==> src/verilog/ctm_pkg.sv <==
// Package: register map, field positions and constants of the compact timer
package ctm_pkg;

  // ----------------------------------------
  // Register offsets
  // ----------------------------------------
  localparam logic [2:0] CLOCK_ENABLE_CONTROL_OFS = 3'h0;
  localparam logic [2:0] MODE_OUTPUT_CONTROL_OFS = 3'h1;
  localparam logic [2:0] COUNTER_LOW_OFS = 3'h2;
  localparam logic [2:0] COUNTER_HIGH_OFS = 3'h3;
  localparam logic [2:0] MATCH_A_LOW_OFS = 3'h4;
  localparam logic [2:0] MATCH_A_HIGH_OFS = 3'h5;
  localparam logic [2:0] FLAG_STATUS_OFS = 3'h6;

  // ----------------------------------------
  // Field positions, clock enable control
  // ----------------------------------------
  localparam int PAUSE_BIT = 7;
  localparam int CLOCK_SELECT_MSB = 6;
  localparam int CLOCK_SELECT_LSB = 4;
  localparam int ENABLE_BIT = 3;
  localparam int PERIOD_CODE_MSB = 2;
  localparam int PERIOD_CODE_LSB = 0;

  // ----------------------------------------
  // Field positions, mode output control
  // ----------------------------------------
  localparam int MODE_MSB = 7;
  localparam int MODE_LSB = 6;
  localparam int PIN_ACTION_MSB = 5;
  localparam int PIN_ACTION_LSB = 4;
  localparam int INITIAL_LEVEL_BIT = 3;
  localparam int POLARITY_BIT = 2;
  localparam int DUTY_SWAP_BIT = 1;
  localparam int CLEAR_SELECT_BIT = 0;

  // ----------------------------------------
  // Flag status bits
  // ----------------------------------------
  localparam int FLAG_A_BIT = 0;
  localparam int FLAG_P_BIT = 1;

  // ----------------------------------------
  // Reset values and widths
  // ----------------------------------------
  localparam logic [7:0] CONTROL_RESET = 8'h00;
  localparam int COUNTER_WIDTH = 10;
  localparam int PERIOD_WIDTH = 3;
  localparam logic [9:0] COUNTER_MAX = 10'h3FF;

  // ----------------------------------------
  // Encodings
  // ----------------------------------------
  localparam logic [1:0] MODE_COMPARE = 2'h0;
  localparam logic [1:0] MODE_PWM = 2'h2;
  localparam logic [1:0] MODE_TIMER = 2'h3;
  localparam logic [1:0] ACTION_NONE = 2'h0;
  localparam logic [1:0] ACTION_LOW = 2'h1;
  localparam logic [1:0] ACTION_HIGH = 2'h2;
  localparam logic [1:0] ACTION_TOGGLE = 2'h3;
  localparam logic [2:0] SEL_SYS_DIV4 = 3'h0;
  localparam logic [2:0] SEL_SYS = 3'h1;
  localparam logic [2:0] SEL_HIGH_DIV16 = 3'h2;
  localparam logic [2:0] SEL_HIGH_DIV64 = 3'h3;
  localparam logic [2:0] SEL_SUB_A = 3'h4;
  localparam logic [2:0] SEL_SUB_B = 3'h5;
  localparam logic [2:0] SEL_PIN_RISE = 3'h6;
  localparam logic [2:0] SEL_PIN_FALL = 3'h7;

  // ----------------------------------------
  // Prescaler divides
  // ----------------------------------------
  localparam int DIV_SYS4 = 4;
  localparam int DIV_HIGH16 = 16;
  localparam int DIV_HIGH64 = 64;
  localparam int PRESCALE_WIDTH = 6;

endpackage : ctm_pkg
==> src/verilog/ctm_clock_select.sv <==
// Counter clock selection: prescaler taps and synchronised pin edge detect
module ctm_clock_select (
  input wire logic ref_clk,
  input wire logic sys_rst,
  input wire logic [2:0] clock_select,
  input wire logic run,
  input wire logic high_clock_tick,
  input wire logic sub_clock_tick,
  input wire logic ext_count_input,
  output logic count_tick
);

  // ----------------------------------------
  // Prescaler
  // ----------------------------------------
  logic [ctm_pkg::PRESCALE_WIDTH-1:0] sys_div_q;
  logic [ctm_pkg::PRESCALE_WIDTH-1:0] high_div_q;
  logic [2:0] pin_sync_q;

  function automatic logic div_hit(input logic [ctm_pkg::PRESCALE_WIDTH-1:0] cnt, input int div);
    div_hit = (cnt & ctm_pkg::PRESCALE_WIDTH'(div - 1)) == '0;
  endfunction : div_hit

  // Prescalers idle while off to save power
  always_ff @(posedge ref_clk or posedge sys_rst) begin
    if (sys_rst) begin
      sys_div_q <= '0;
    end else if (run) begin
      sys_div_q <= sys_div_q + 1'b1;
    end
  end

  always_ff @(posedge ref_clk or posedge sys_rst) begin
    if (sys_rst) begin
      high_div_q <= '0;
    end else if (run && high_clock_tick) begin
      high_div_q <= high_div_q + 1'b1;
    end
  end

  // ----------------------------------------
  // Pin synchroniser, stage 0 read only by stage 1
  // ----------------------------------------
  always_ff @(posedge ref_clk or posedge sys_rst) begin
    if (sys_rst) begin
      pin_sync_q <= 3'h0;
    end else begin
      pin_sync_q <= {pin_sync_q[1:0], ext_count_input};
    end
  end

  always_comb begin
    case (clock_select)
      ctm_pkg::SEL_SYS_DIV4: count_tick = div_hit(sys_div_q, ctm_pkg::DIV_SYS4);
      ctm_pkg::SEL_SYS: count_tick = 1'b1;
      ctm_pkg::SEL_HIGH_DIV16: count_tick = high_clock_tick && div_hit(high_div_q, ctm_pkg::DIV_HIGH16);
      ctm_pkg::SEL_HIGH_DIV64: count_tick = high_clock_tick && div_hit(high_div_q, ctm_pkg::DIV_HIGH64);
      ctm_pkg::SEL_SUB_A, ctm_pkg::SEL_SUB_B: count_tick = sub_clock_tick;
      ctm_pkg::SEL_PIN_RISE: count_tick = pin_sync_q[1] && !pin_sync_q[2];
      default: count_tick = !pin_sync_q[1] && pin_sync_q[2];
    endcase
  end

endmodule : ctm_clock_select

==> src/verilog/ctm_compact_timer.sv <==
// Compact timer top: registers, 10-bit counter, comparators and flags
//
// The address map and the address-and-strobe port are this design's own decisions.
module ctm_compact_timer #(
  parameter int COUNTER_WIDTH = ctm_pkg::COUNTER_WIDTH
) (
  input wire logic ref_clk,
  input wire logic sys_rst,
  input wire logic [2:0] reg_addr,
  input wire logic [7:0] reg_wdata,
  input wire logic reg_write,
  input wire logic reg_read,
  output logic [7:0] reg_rdata,
  input wire logic high_clock_tick,
  input wire logic sub_clock_tick,
  input wire logic ext_count_input,
  output logic timer_out,
  output logic timer_out_inverted,
  output logic match_a_request,
  output logic match_p_request
);

  // ----------------------------------------
  // Control registers
  // ----------------------------------------
  logic [7:0] clock_enable_control_q;
  logic [7:0] mode_output_control_q;
  logic [COUNTER_WIDTH-1:0] match_a_value_q;
  logic [7:0] holding_buffer_q;
  logic [7:0] reg_rdata_q;
  logic [COUNTER_WIDTH-1:0] counter_q;
  logic [COUNTER_WIDTH-1:0] counter_d;
  logic enable_prev_q;
  logic match_a_flag_q;
  logic match_p_flag_q;
  logic match_a_request_q;
  logic match_p_request_q;

  logic counter_enable;
  logic count_pause;
  logic [2:0] clock_select;
  logic [ctm_pkg::PERIOD_WIDTH-1:0] period_code;
  logic [1:0] mode_select;
  logic [1:0] pin_action;
  logic output_initial_level;
  logic output_polarity;
  logic period_duty_swap;
  logic clear_select;
  logic enable_rise;
  logic run;
  logic count_tick;
  logic step;
  logic match_a_hit;
  logic match_p_hit;
  logic overflow_hit;
  logic match_a_event;
  logic match_p_event;
  logic clear_now;
  logic pwm_active;
  logic wr_flags;

  assign count_pause = clock_enable_control_q[ctm_pkg::PAUSE_BIT];
  assign clock_select = clock_enable_control_q[ctm_pkg::CLOCK_SELECT_MSB:ctm_pkg::CLOCK_SELECT_LSB];
  assign counter_enable = clock_enable_control_q[ctm_pkg::ENABLE_BIT];
  assign period_code = clock_enable_control_q[ctm_pkg::PERIOD_CODE_MSB:ctm_pkg::PERIOD_CODE_LSB];
  assign mode_select = mode_output_control_q[ctm_pkg::MODE_MSB:ctm_pkg::MODE_LSB];
  assign pin_action = mode_output_control_q[ctm_pkg::PIN_ACTION_MSB:ctm_pkg::PIN_ACTION_LSB];
  assign output_initial_level = mode_output_control_q[ctm_pkg::INITIAL_LEVEL_BIT];
  assign output_polarity = mode_output_control_q[ctm_pkg::POLARITY_BIT];
  assign period_duty_swap = mode_output_control_q[ctm_pkg::DUTY_SWAP_BIT];
  assign clear_select = mode_output_control_q[ctm_pkg::CLEAR_SELECT_BIT];

  // ----------------------------------------
  // Register writes
  // ----------------------------------------
  always_ff @(posedge ref_clk or posedge sys_rst) begin
    if (sys_rst) begin
      clock_enable_control_q <= ctm_pkg::CONTROL_RESET;
    end else if (reg_write && reg_addr == ctm_pkg::CLOCK_ENABLE_CONTROL_OFS) begin
      clock_enable_control_q <= reg_wdata;
    end
  end

  // Mode changes while running are the software's hazard
  always_ff @(posedge ref_clk or posedge sys_rst) begin
    if (sys_rst) begin
      mode_output_control_q <= ctm_pkg::CONTROL_RESET;
    end else if (reg_write && reg_addr == ctm_pkg::MODE_OUTPUT_CONTROL_OFS) begin
      mode_output_control_q <= reg_wdata;
    end
  end

  always_ff @(posedge ref_clk or posedge sys_rst) begin
    if (sys_rst) begin
      match_a_value_q <= '0;
    end else if (reg_write && reg_addr == ctm_pkg::MATCH_A_HIGH_OFS) begin
      match_a_value_q <= {reg_wdata[COUNTER_WIDTH-9:0], holding_buffer_q};
    end
  end

  // One buffer shared by the write and read sequences, as in the part
  always_ff @(posedge ref_clk or posedge sys_rst) begin
    if (sys_rst) begin
      holding_buffer_q <= 8'h00;
    end else if (reg_write && reg_addr == ctm_pkg::MATCH_A_LOW_OFS) begin
      holding_buffer_q <= reg_wdata;
    end else if (reg_read && reg_addr == ctm_pkg::COUNTER_HIGH_OFS) begin
      holding_buffer_q <= counter_q[7:0];
    end else if (reg_read && reg_addr == ctm_pkg::MATCH_A_HIGH_OFS) begin
      holding_buffer_q <= match_a_value_q[7:0];
    end
  end

  // ----------------------------------------
  // Register reads
  // ----------------------------------------
  always_ff @(posedge ref_clk or posedge sys_rst) begin
    if (sys_rst) begin
      reg_rdata_q <= 8'h00;
    end else if (reg_read) begin
      case (reg_addr)
        ctm_pkg::CLOCK_ENABLE_CONTROL_OFS: reg_rdata_q <= clock_enable_control_q;
        ctm_pkg::MODE_OUTPUT_CONTROL_OFS: reg_rdata_q <= mode_output_control_q;
        ctm_pkg::COUNTER_LOW_OFS, ctm_pkg::MATCH_A_LOW_OFS: reg_rdata_q <= holding_buffer_q;
        ctm_pkg::COUNTER_HIGH_OFS: reg_rdata_q <= {6'h00, counter_q[COUNTER_WIDTH-1:8]};
        ctm_pkg::MATCH_A_HIGH_OFS: reg_rdata_q <= {6'h00, match_a_value_q[COUNTER_WIDTH-1:8]};
        ctm_pkg::FLAG_STATUS_OFS: reg_rdata_q <= {6'h00, match_p_flag_q, match_a_flag_q};
        default: reg_rdata_q <= 8'h00;
      endcase
    end else begin
      reg_rdata_q <= 8'h00;
    end
  end

  assign reg_rdata = reg_rdata_q;

  // ----------------------------------------
  // Clock source
  // ----------------------------------------
  always_ff @(posedge ref_clk or posedge sys_rst) begin
    if (sys_rst) begin
      enable_prev_q <= 1'b0;
    end else begin
      enable_prev_q <= counter_enable;
    end
  end

  assign enable_rise = counter_enable && !enable_prev_q;
  assign run = counter_enable && !count_pause;

  ctm_clock_select u_clock_select (
    .ref_clk(ref_clk),
    .sys_rst(sys_rst),
    .clock_select(clock_select),
    .run(run),
    .high_clock_tick(high_clock_tick),
    .sub_clock_tick(sub_clock_tick),
    .ext_count_input(ext_count_input),
    .count_tick(count_tick)
  );

  assign step = run && count_tick && !enable_rise;

  // ----------------------------------------
  // Comparators
  // ----------------------------------------
  function automatic logic [COUNTER_WIDTH-1:0] next_count(input logic [COUNTER_WIDTH-1:0] value);
    next_count = value + 1'b1;
  endfunction : next_count

  // P period code zero means top bits never match early
  assign match_p_hit = step && period_code != '0 &&
                       next_count(counter_q) == {period_code, 7'h00};
  assign match_a_hit = step && match_a_value_q != '0 && next_count(counter_q) == match_a_value_q;
  assign overflow_hit = step && counter_q == ctm_pkg::COUNTER_MAX;

  always_comb begin
    match_a_event = match_a_hit;
    match_p_event = 1'b0;
    clear_now = 1'b0;
    if (clear_select) begin
      clear_now = match_a_hit || overflow_hit;
    end else begin
      match_p_event = match_p_hit || (period_code == '0 && overflow_hit);
      clear_now = match_p_hit || overflow_hit;
    end
  end

  // PWM: duty from one comparator, period from the other
  assign pwm_active = period_duty_swap ? (counter_q[COUNTER_WIDTH-1:7] < period_code)
                                       : (counter_q < match_a_value_q);

  // ----------------------------------------
  // Counter
  // ----------------------------------------
  always_comb begin
    counter_d = counter_q;
    if (enable_rise) begin
      counter_d = '0;
    end else if (step && clear_now) begin
      counter_d = '0;
    end else if (step) begin
      counter_d = next_count(counter_q);
    end
  end

  // Compare on the next value, so a match clears with no extra count
  always_ff @(posedge ref_clk or posedge sys_rst) begin
    if (sys_rst) begin
      counter_q <= '0;
    end else begin
      counter_q <= counter_d;
    end
  end

  // ----------------------------------------
  // Flags and requests
  // ----------------------------------------
  assign wr_flags = reg_write && reg_addr == ctm_pkg::FLAG_STATUS_OFS;

  // Set wins over a write-one-to-clear in the same cycle
  always_ff @(posedge ref_clk or posedge sys_rst) begin
    if (sys_rst) begin
      match_a_flag_q <= 1'b0;
      match_p_flag_q <= 1'b0;
    end else begin
      match_a_flag_q <= match_a_event || (match_a_flag_q && !(wr_flags && reg_wdata[ctm_pkg::FLAG_A_BIT]));
      match_p_flag_q <= match_p_event || (match_p_flag_q && !(wr_flags && reg_wdata[ctm_pkg::FLAG_P_BIT]));
    end
  end

  always_ff @(posedge ref_clk or posedge sys_rst) begin
    if (sys_rst) begin
      match_a_request_q <= 1'b0;
      match_p_request_q <= 1'b0;
    end else begin
      match_a_request_q <= match_a_event;
      match_p_request_q <= match_p_event;
    end
  end

  assign match_a_request = match_a_request_q;
  assign match_p_request = match_p_request_q;

  // ----------------------------------------
  // Output pins
  // ----------------------------------------
  ctm_output_pin u_output_pin (
    .ref_clk(ref_clk),
    .sys_rst(sys_rst),
    .mode_select(mode_select),
    .pin_action(pin_action),
    .output_initial_level(output_initial_level),
    .output_polarity(output_polarity),
    .enable_rise(enable_rise),
    .running(counter_enable),
    .match_a_event(match_a_event),
    .pwm_active(pwm_active),
    .timer_out(timer_out),
    .timer_out_inverted(timer_out_inverted)
  );

endmodule : ctm_compact_timer

==> src/verilog/ctm_output_pin.sv <==
// Output pin level: initial level, compare actions, PWM and polarity
module ctm_output_pin (
  input wire logic ref_clk,
  input wire logic sys_rst,
  input wire logic [1:0] mode_select,
  input wire logic [1:0] pin_action,
  input wire logic output_initial_level,
  input wire logic output_polarity,
  input wire logic enable_rise,
  input wire logic running,
  input wire logic match_a_event,
  input wire logic pwm_active,
  output logic timer_out,
  output logic timer_out_inverted
);

  // ----------------------------------------
  // Compare output level
  // ----------------------------------------
  logic level_q;
  logic pwm_q;

  always_ff @(posedge ref_clk or posedge sys_rst) begin
    if (sys_rst) begin
      level_q <= 1'b0;
    end else if (enable_rise) begin
      level_q <= output_initial_level;
    end else if (match_a_event && mode_select == ctm_pkg::MODE_COMPARE) begin
      case (pin_action)
        ctm_pkg::ACTION_LOW: level_q <= 1'b0;
        ctm_pkg::ACTION_HIGH: level_q <= 1'b1;
        ctm_pkg::ACTION_TOGGLE: level_q <= ~level_q;
        default: level_q <= level_q;
      endcase
    end
  end

  // PWM level: pin action 00 inactive, 01 active, 10 waveform
  always_ff @(posedge ref_clk or posedge sys_rst) begin
    if (sys_rst) begin
      pwm_q <= 1'b0;
    end else begin
      case (pin_action)
        ctm_pkg::ACTION_NONE: pwm_q <= ~output_initial_level;
        ctm_pkg::ACTION_LOW: pwm_q <= output_initial_level;
        ctm_pkg::ACTION_HIGH: pwm_q <= (running && pwm_active) ? output_initial_level : ~output_initial_level;
        default: pwm_q <= pwm_q;
      endcase
    end
  end

  // Timer mode output undefined; it simply holds low
  always_comb begin
    case (mode_select)
      ctm_pkg::MODE_COMPARE: timer_out = level_q ^ output_polarity;
      ctm_pkg::MODE_PWM: timer_out = pwm_q ^ output_polarity;
      default: timer_out = 1'b0;
    endcase
  end

  assign timer_out_inverted = ~timer_out;

endmodule : ctm_output_pin

==> config.mk <==
export PLATFORM = sky130hd
export DESIGN_NAME = ctm_compact_timer
export DESIGN_NICKNAME = d
export VERILOG_FILES = /design/src/verilog/ctm_pkg.sv /design/src/verilog/ctm_clock_select.sv /design/src/verilog/ctm_compact_timer.sv /design/src/verilog/ctm_output_pin.sv
export SDC_FILE = /design/constraint.sdc
export NUM_CORES = 1
export LEC_CHECK = 0
export BUFFER_PORTS_ARGS = -buffer_cell sky130_fd_sc_hd__clkbuf_2
export CORE_MARGIN = 2
export CORE_UTILIZATION = 30
export DETAILED_ROUTE_END_ITERATION = 6
export SETUP_SLACK_MARGIN = 0.02
export SYNTH_ARGS = -nofsm -noshare
export SYNTH_HDL_FRONTEND = slang
export SYNTH_SLANG_ARGS = --single-unit
==> constraint.sdc <==
create_clock -name ref_clk -period 2.8 [get_ports ref_clk]
set_input_delay 0.28 -clock ref_clk [delete_from_list [all_inputs] [get_ports ref_clk]]
set_output_delay 0.28 -clock ref_clk [all_outputs]
set_load 0.02 [all_outputs]
-- Yosys cells after proc, flatten, opt, wreduce, memory -nomap -nowiden
Index checks and enable logic that the tools add are counted.
- $add $sub $neg: 3
- multiply operators: 0
- divide/modulo/power cells: 0
- magnitude comparators: 2
- equal/unequal tests: 19
- shifts and indexed selects: 0
- mux-type cells: 18
- bitwise gates (word level): 5
- reductions and logical operators: 59
- operators with widths (kind ; count):
    8-bit case mux with 6 select lines ; 1
    8-bit 2-to-1 mux ; 4
    10-bit 2-to-1 mux ; 3
    1-bit logical AND ; 29
    10-bit == test ; 2
    3-bit == test (second input constant) ; 6
    6-bit zero test ; 3
    6-bit by 1-bit adder with 6-bit output (second input constant) ; 2
    3-bit by 2-bit == test with 1-bit output (second input constant) ; 4
    3-bit nonzero test ; 4
    10-bit by 1-bit adder with 10-bit output (second input constant) ; 1
    10-bit == test (second input constant) ; 1
    10-bit < comparator ; 1
    10-bit nonzero test ; 1
    3-bit zero test ; 3
    1-bit zero test ; 7
    2-bit == test (second input constant) ; 3
    3-bit by 1-bit == test with 1-bit output (second input constant) ; 2
    1-bit 2-to-1 mux ; 6
    1-bit case mux with 3 select lines ; 2
    1-bit case mux with 6 select lines ; 1
    1-bit logical OR ; 5
    2-bit zero test ; 2
    4-bit nonzero test ; 1
    8 further kinds ; 12
- flip-flop bits (word level): 74
- bits in latches: 0
- bits in writable memories: 0
- bits in read-only memories: 0
- output and inout bits: 12
- memories kept: 0

-- Longest topological paths before layout
- depth after elaboration: 12
- depth in mapped cells: 10

-- By module
A second synthesis with hierarchy kept.
- cells, all modules: 511
- area, all modules: 4655.7 sq um
- modules (own cells, without submodules) (module ; instances ; cells an instance ; area an instance (sq um) ; seq. area each (sq um)):
    ctm_compact_timer ; 1 ; 435 ; 3886.2 ; 1426.4
    ctm_clock_select ; 1 ; 46 ; 515.5 ; 275.3
    ctm_output_pin ; 1 ; 30 ; 254.0 ; 50.0

-- Least setup slack after synthesis
OpenSTA, ideal clock, no wires.
- path type: register to register
- start point: register counter_q[1]
- end point: register counter_q[0]
- arrival: 2.282 ns
- path slack: 0.393 ns
- stages on the path, launching flop included: 11
- buffers on the path: 1
- period minus slack after synthesis: 2.407 ns
- cells stage by stage: dfrtp_1 -> ha_1 -> buf_2 -> nor3b_1 -> o21a_1 -> o31ai_1 -> nor4_2 -> o211ai_2 -> mux2i_4 -> nor3_4 -> mux2_4
- cells in the longest elaborated chain, start to end: 8
- elaborated cells on any way between the ends: 14
- those cells by class: 1 x add/sub; 3 x eq/ne; 3 x mux; 7 x reduce/logical
- RTL lines (item ; line ; RTL):
    start: declaration ; ctm_compact_timer.sv:31 ; logic [COUNTER_WIDTH-1:0] counter_q;
    start signal: assignment ; ctm_compact_timer.sv:212 ; counter_q <= counter_d;
    10-bit by 1-bit adder with 10-bit output ; ctm_compact_timer.sv:168 ; next_count = value + 1'b1;
    10-bit == test, on equally long branches ; ctm_compact_timer.sv:173, ctm_compact_timer.sv:174 ;
    1-bit logical AND, on equally long branches ; ctm_compact_timer.sv:172, ctm_compact_timer.sv:174 ;
    1-bit logical OR, on equally long branches ; ctm_compact_timer.sv:185, ctm_compact_timer.sv:182 ;
    1-bit 2-to-1 mux * ; ctm_compact_timer.sv:181 ; if (clear_select) begin
    1-bit logical AND * ; ctm_compact_timer.sv:200 ; end else if (step && clear_now) begin
    10-bit 2-to-1 mux ; ctm_compact_timer.sv:200 ;
    10-bit 2-to-1 mux ; ctm_compact_timer.sv:198 ; if (enable_rise) begin
Every way passes the cells marked *; elsewhere a longest branch is shown, timed or not.
A chain may end at the register's enable or synchronous reset.

-- Worst setup path in the final report
Ends and elaborated chain as after synthesis.

==> out/qor.yml <==
status: "complete, no violations"
n_antenna_cell: 0
cts_tree: "yes"
worst_pin_slew_ns: 0.6686
syn_area_per_cell_um2: 9.956
postCtsHoldBufs: 0
core_area_um2: 14420
insertion_delay_ns: 0.33
peakVddDrop_v: 0.0003601
die_x_um: 124.8
area_growth_pct: 16.97
htreeDepth: 3
drtAntennaViolNets: 0
layout-drive-gt1-share: 0.2438
drv_slew: 0
fin_util: 0.3552
grt_max_degree: 41
pwr_density_cell_nw_per_um2: 728.9
leakagePower_nw: 2.377
drt_first_iter_violations: 224
hold_class: "in2async"
gp_congestion: 0.8929
synth-seq-cells: 70
totalWireLength_um: 10550
rsz0062_at_grt: "no"
crit_arrival_ns: 2.74
cap_violations: 0
setup.worst_path.start_class: "flip-flop"
hold_viol: 0
drc: 0
ys_seq_area_frac: 0.3999
fill_cells: 1466
final_common_cell: "dfrtp_1"
io_pins: 30
crit_type: "reg2reg"
synthDistinctLibCells: 65
clk_pin_slew_ns: 0.05
grt_busiest_layer: "met2"
crit_path_end_kind: "flip-flop"
io_buffer_count: 29
cts_buffer_depth: 2
first_pass_iters: 4
synth_area_um2: 4380
multiInputGateArea_um2: 2417
use_met3: 0.02620
ff_latch_area_um2: 1752
rows: 44
cts-root-buf: "clkbuf_16"
nNetsFinal: 514
fmax_ghz: 0.3955
crit_path_max_incr_delay_ns: 0.36
die_y_um: 124.8
met1_usage: 0.1907
first_global_vias: 3312
crit_fanout: 10
vias_per_cell: 5.063
synthArstFlopShare: 1.000
netlist_instances: 440
clock_skew_ns: 0.005983
wire_per_inst_um: 15.89
synth_edf_count: 0
setup_tns_ns: 0
initial_core_util: 0.3037
cts_sinks: 70
min_period_ns: 2.529
crit_required_ns: 3.01
cp_cell_sequence: "ha_2 -> nor3b_1 -> o21a_1 -> o31ai_1 -> nor4_2 -> o211ai_2 -> mux2i_4 -> nor3_4 -> mux2_4"
grt_use_met2: 0.2279
die_area_um2: 15580
r2r_cells: 9
cp_slowest_cell: "dfrtp_1"
min_period_over_period: 0.9031
syn-num-nets: 479
final_cell_mix: "dfrtp_1 (70), nand2_1 (42), clkbuf_2 (29)"
vias: 3362
yosysWarnings: 0
relSlewSlack: 0.5536
dp_cells: 648
cts_buffers: 9
ys.flop_type: "dfrtp_1"
place.detailed.hpwl_um: 7813
finalNonFillerCells: 664
antenna_found_initial: 0
grt_pass1_wl_um: 17390
grt-ovfl-total: 0
finalSetupViolCount: 0
grt_usage: 0.1382
timing repair:
action	in CTS	in global routing
hold endpoints to repair	0	0
buffers inserted	0	0
resized for setup	0	1
setup endpoints to repair	0	5
path summary, 6_finish.rpt:
kind	from	to	slack, ns
setup / recovery	counter_q[1]$_DFFE_PP0P_	counter_q[0]$_DFFE_PP0P_	0.27
hold / removal	sys_rst	u_clock_select.high_div_q[4]$_DFFE_PP0P_	0.04
setup reg to reg	counter_q[1]$_DFFE_PP0P_	counter_q[0]$_DFFE_PP0P_	0.27
hold reg to reg	u_clock_select.pin_sync_q[0]$_DFF_PP0_	u_clock_select.pin_sync_q[1]$_DFF_PP0_	0.37
max in group asynchronous	sys_rst	match_p_request$_DFF_PP0_	2.12
min in group ref_clk	ext_count_input	u_clock_select.pin_sync_q[0]$_DFF_PP0_	0.06
per-stage QoR:
stage          power, mW  cell area (um2)  hold WS, ns  worst slack (ns)
2_1_floorplan      2.120             4380       0.3114            0.3927
3_3_place_gp       2.384             4772       0.3418            0.3160
3_5_place_dp       2.419             4772       0.3502            0.2028
4_1_cts            3.762             5121      0.05162            0.1613
5_1_grt            3.945             5124      0.05038           0.07592
6_report           3.734             5124      0.03632            0.2715
cell families after synthesis:
group / Yosys count / share of synthesized area
muxes: 42 / 0.1105
buffers and inverters: 46 / 0.04884
AOI/OAI and AO/OA: 99 / 0.1548
DFF: 70 / 0.3999
and+or+nand+nor: 137 / 0.1742
adders and majority gates: 21 / 0.05998
xor gates and xnor gates: 25 / 0.05170
metal layers:
metal | vias up | share of wire
met5 | - | 0
met4 | 0 | 0.0074
met3 | 8 | 0.032
met2 | 49 | 0.48
met1 | 1670 | 0.48
li1 | 1635 | -
cell usage after synthesis (all sizes together), types with 5 or more instances:
library cell  instances  area (um2)
mux2                 28       319.1
xnor2                16       147.7
nand3                11       75.07
a21o                 10       75.07
o21ai                29       145.1
nand2                43       163.9
clkbuf               12       45.04
nor2b                12       75.07
and3                  6       42.54
ha                   21       262.8
o211ai                6       60.06
nand4                 6       52.55
nor3                  7       51.30
a211oi                5       37.54
or3                   5       36.28
a21oi                13       65.06
a22oi                 7       52.55
dfrtp                70        1752
nor2                 29       123.9
inv                  24       90.09
xor2                  9       78.83
buf                  10       78.82
mux2i                13       142.6
worst max-delay path, delay by kind of cell, from the launching register on:
family                   cells  cell delay, ns
flip-flops                   1            0.36
multiplexers                 2            0.61
AND/OR/NAND/NOR              3            0.69
AO/OA/AOI/OAI                3            0.45
adder cells (fa/ha/maj)      1            0.32
registers in the layout, summed over array words and instances (netlist names):
| name | flops |
|---|---|
| holding_buffer_q | 8 |
| match_p_request | 1 |
| mode_output_control_q | 8 |
| u_output_pin.level_q | 1 |
| clock_enable_control_q | 8 |
| match_a_flag_q | 1 |
| u_clock_select.pin_sync_q | 3 |
| match_a_value_q | 10 |
| counter_q | 10 |
| enable_prev_q | 1 |
| reg_rdata | 8 |
| match_p_flag_q | 1 |
| u_clock_select.sys_div_q | 2 |
| u_output_pin.pwm_q | 1 |
| match_a_request | 1 |
| u_clock_select.high_div_q | 6 |
area by class of cell:
type	instances	share of cell area
Timing Repair Buffer	46	0.05568
Clock inverter	5	0.02076
Sequential cell	70	0.3419
Tap cell	184	0.04493
Clock buffer	11	0.04737
Inverter	24	0.01758
Multi-Input combinational cell	324	0.4718
power breakdown:
part | switching, mW | total [mW] | internal [mW]
sequential | 0.214 | 1.43 | 1.21
combinational | 0.513 | 0.980 | 0.468
clock | 0.433 | 1.33 | 0.896
Power figures use the tool's default switching activity.
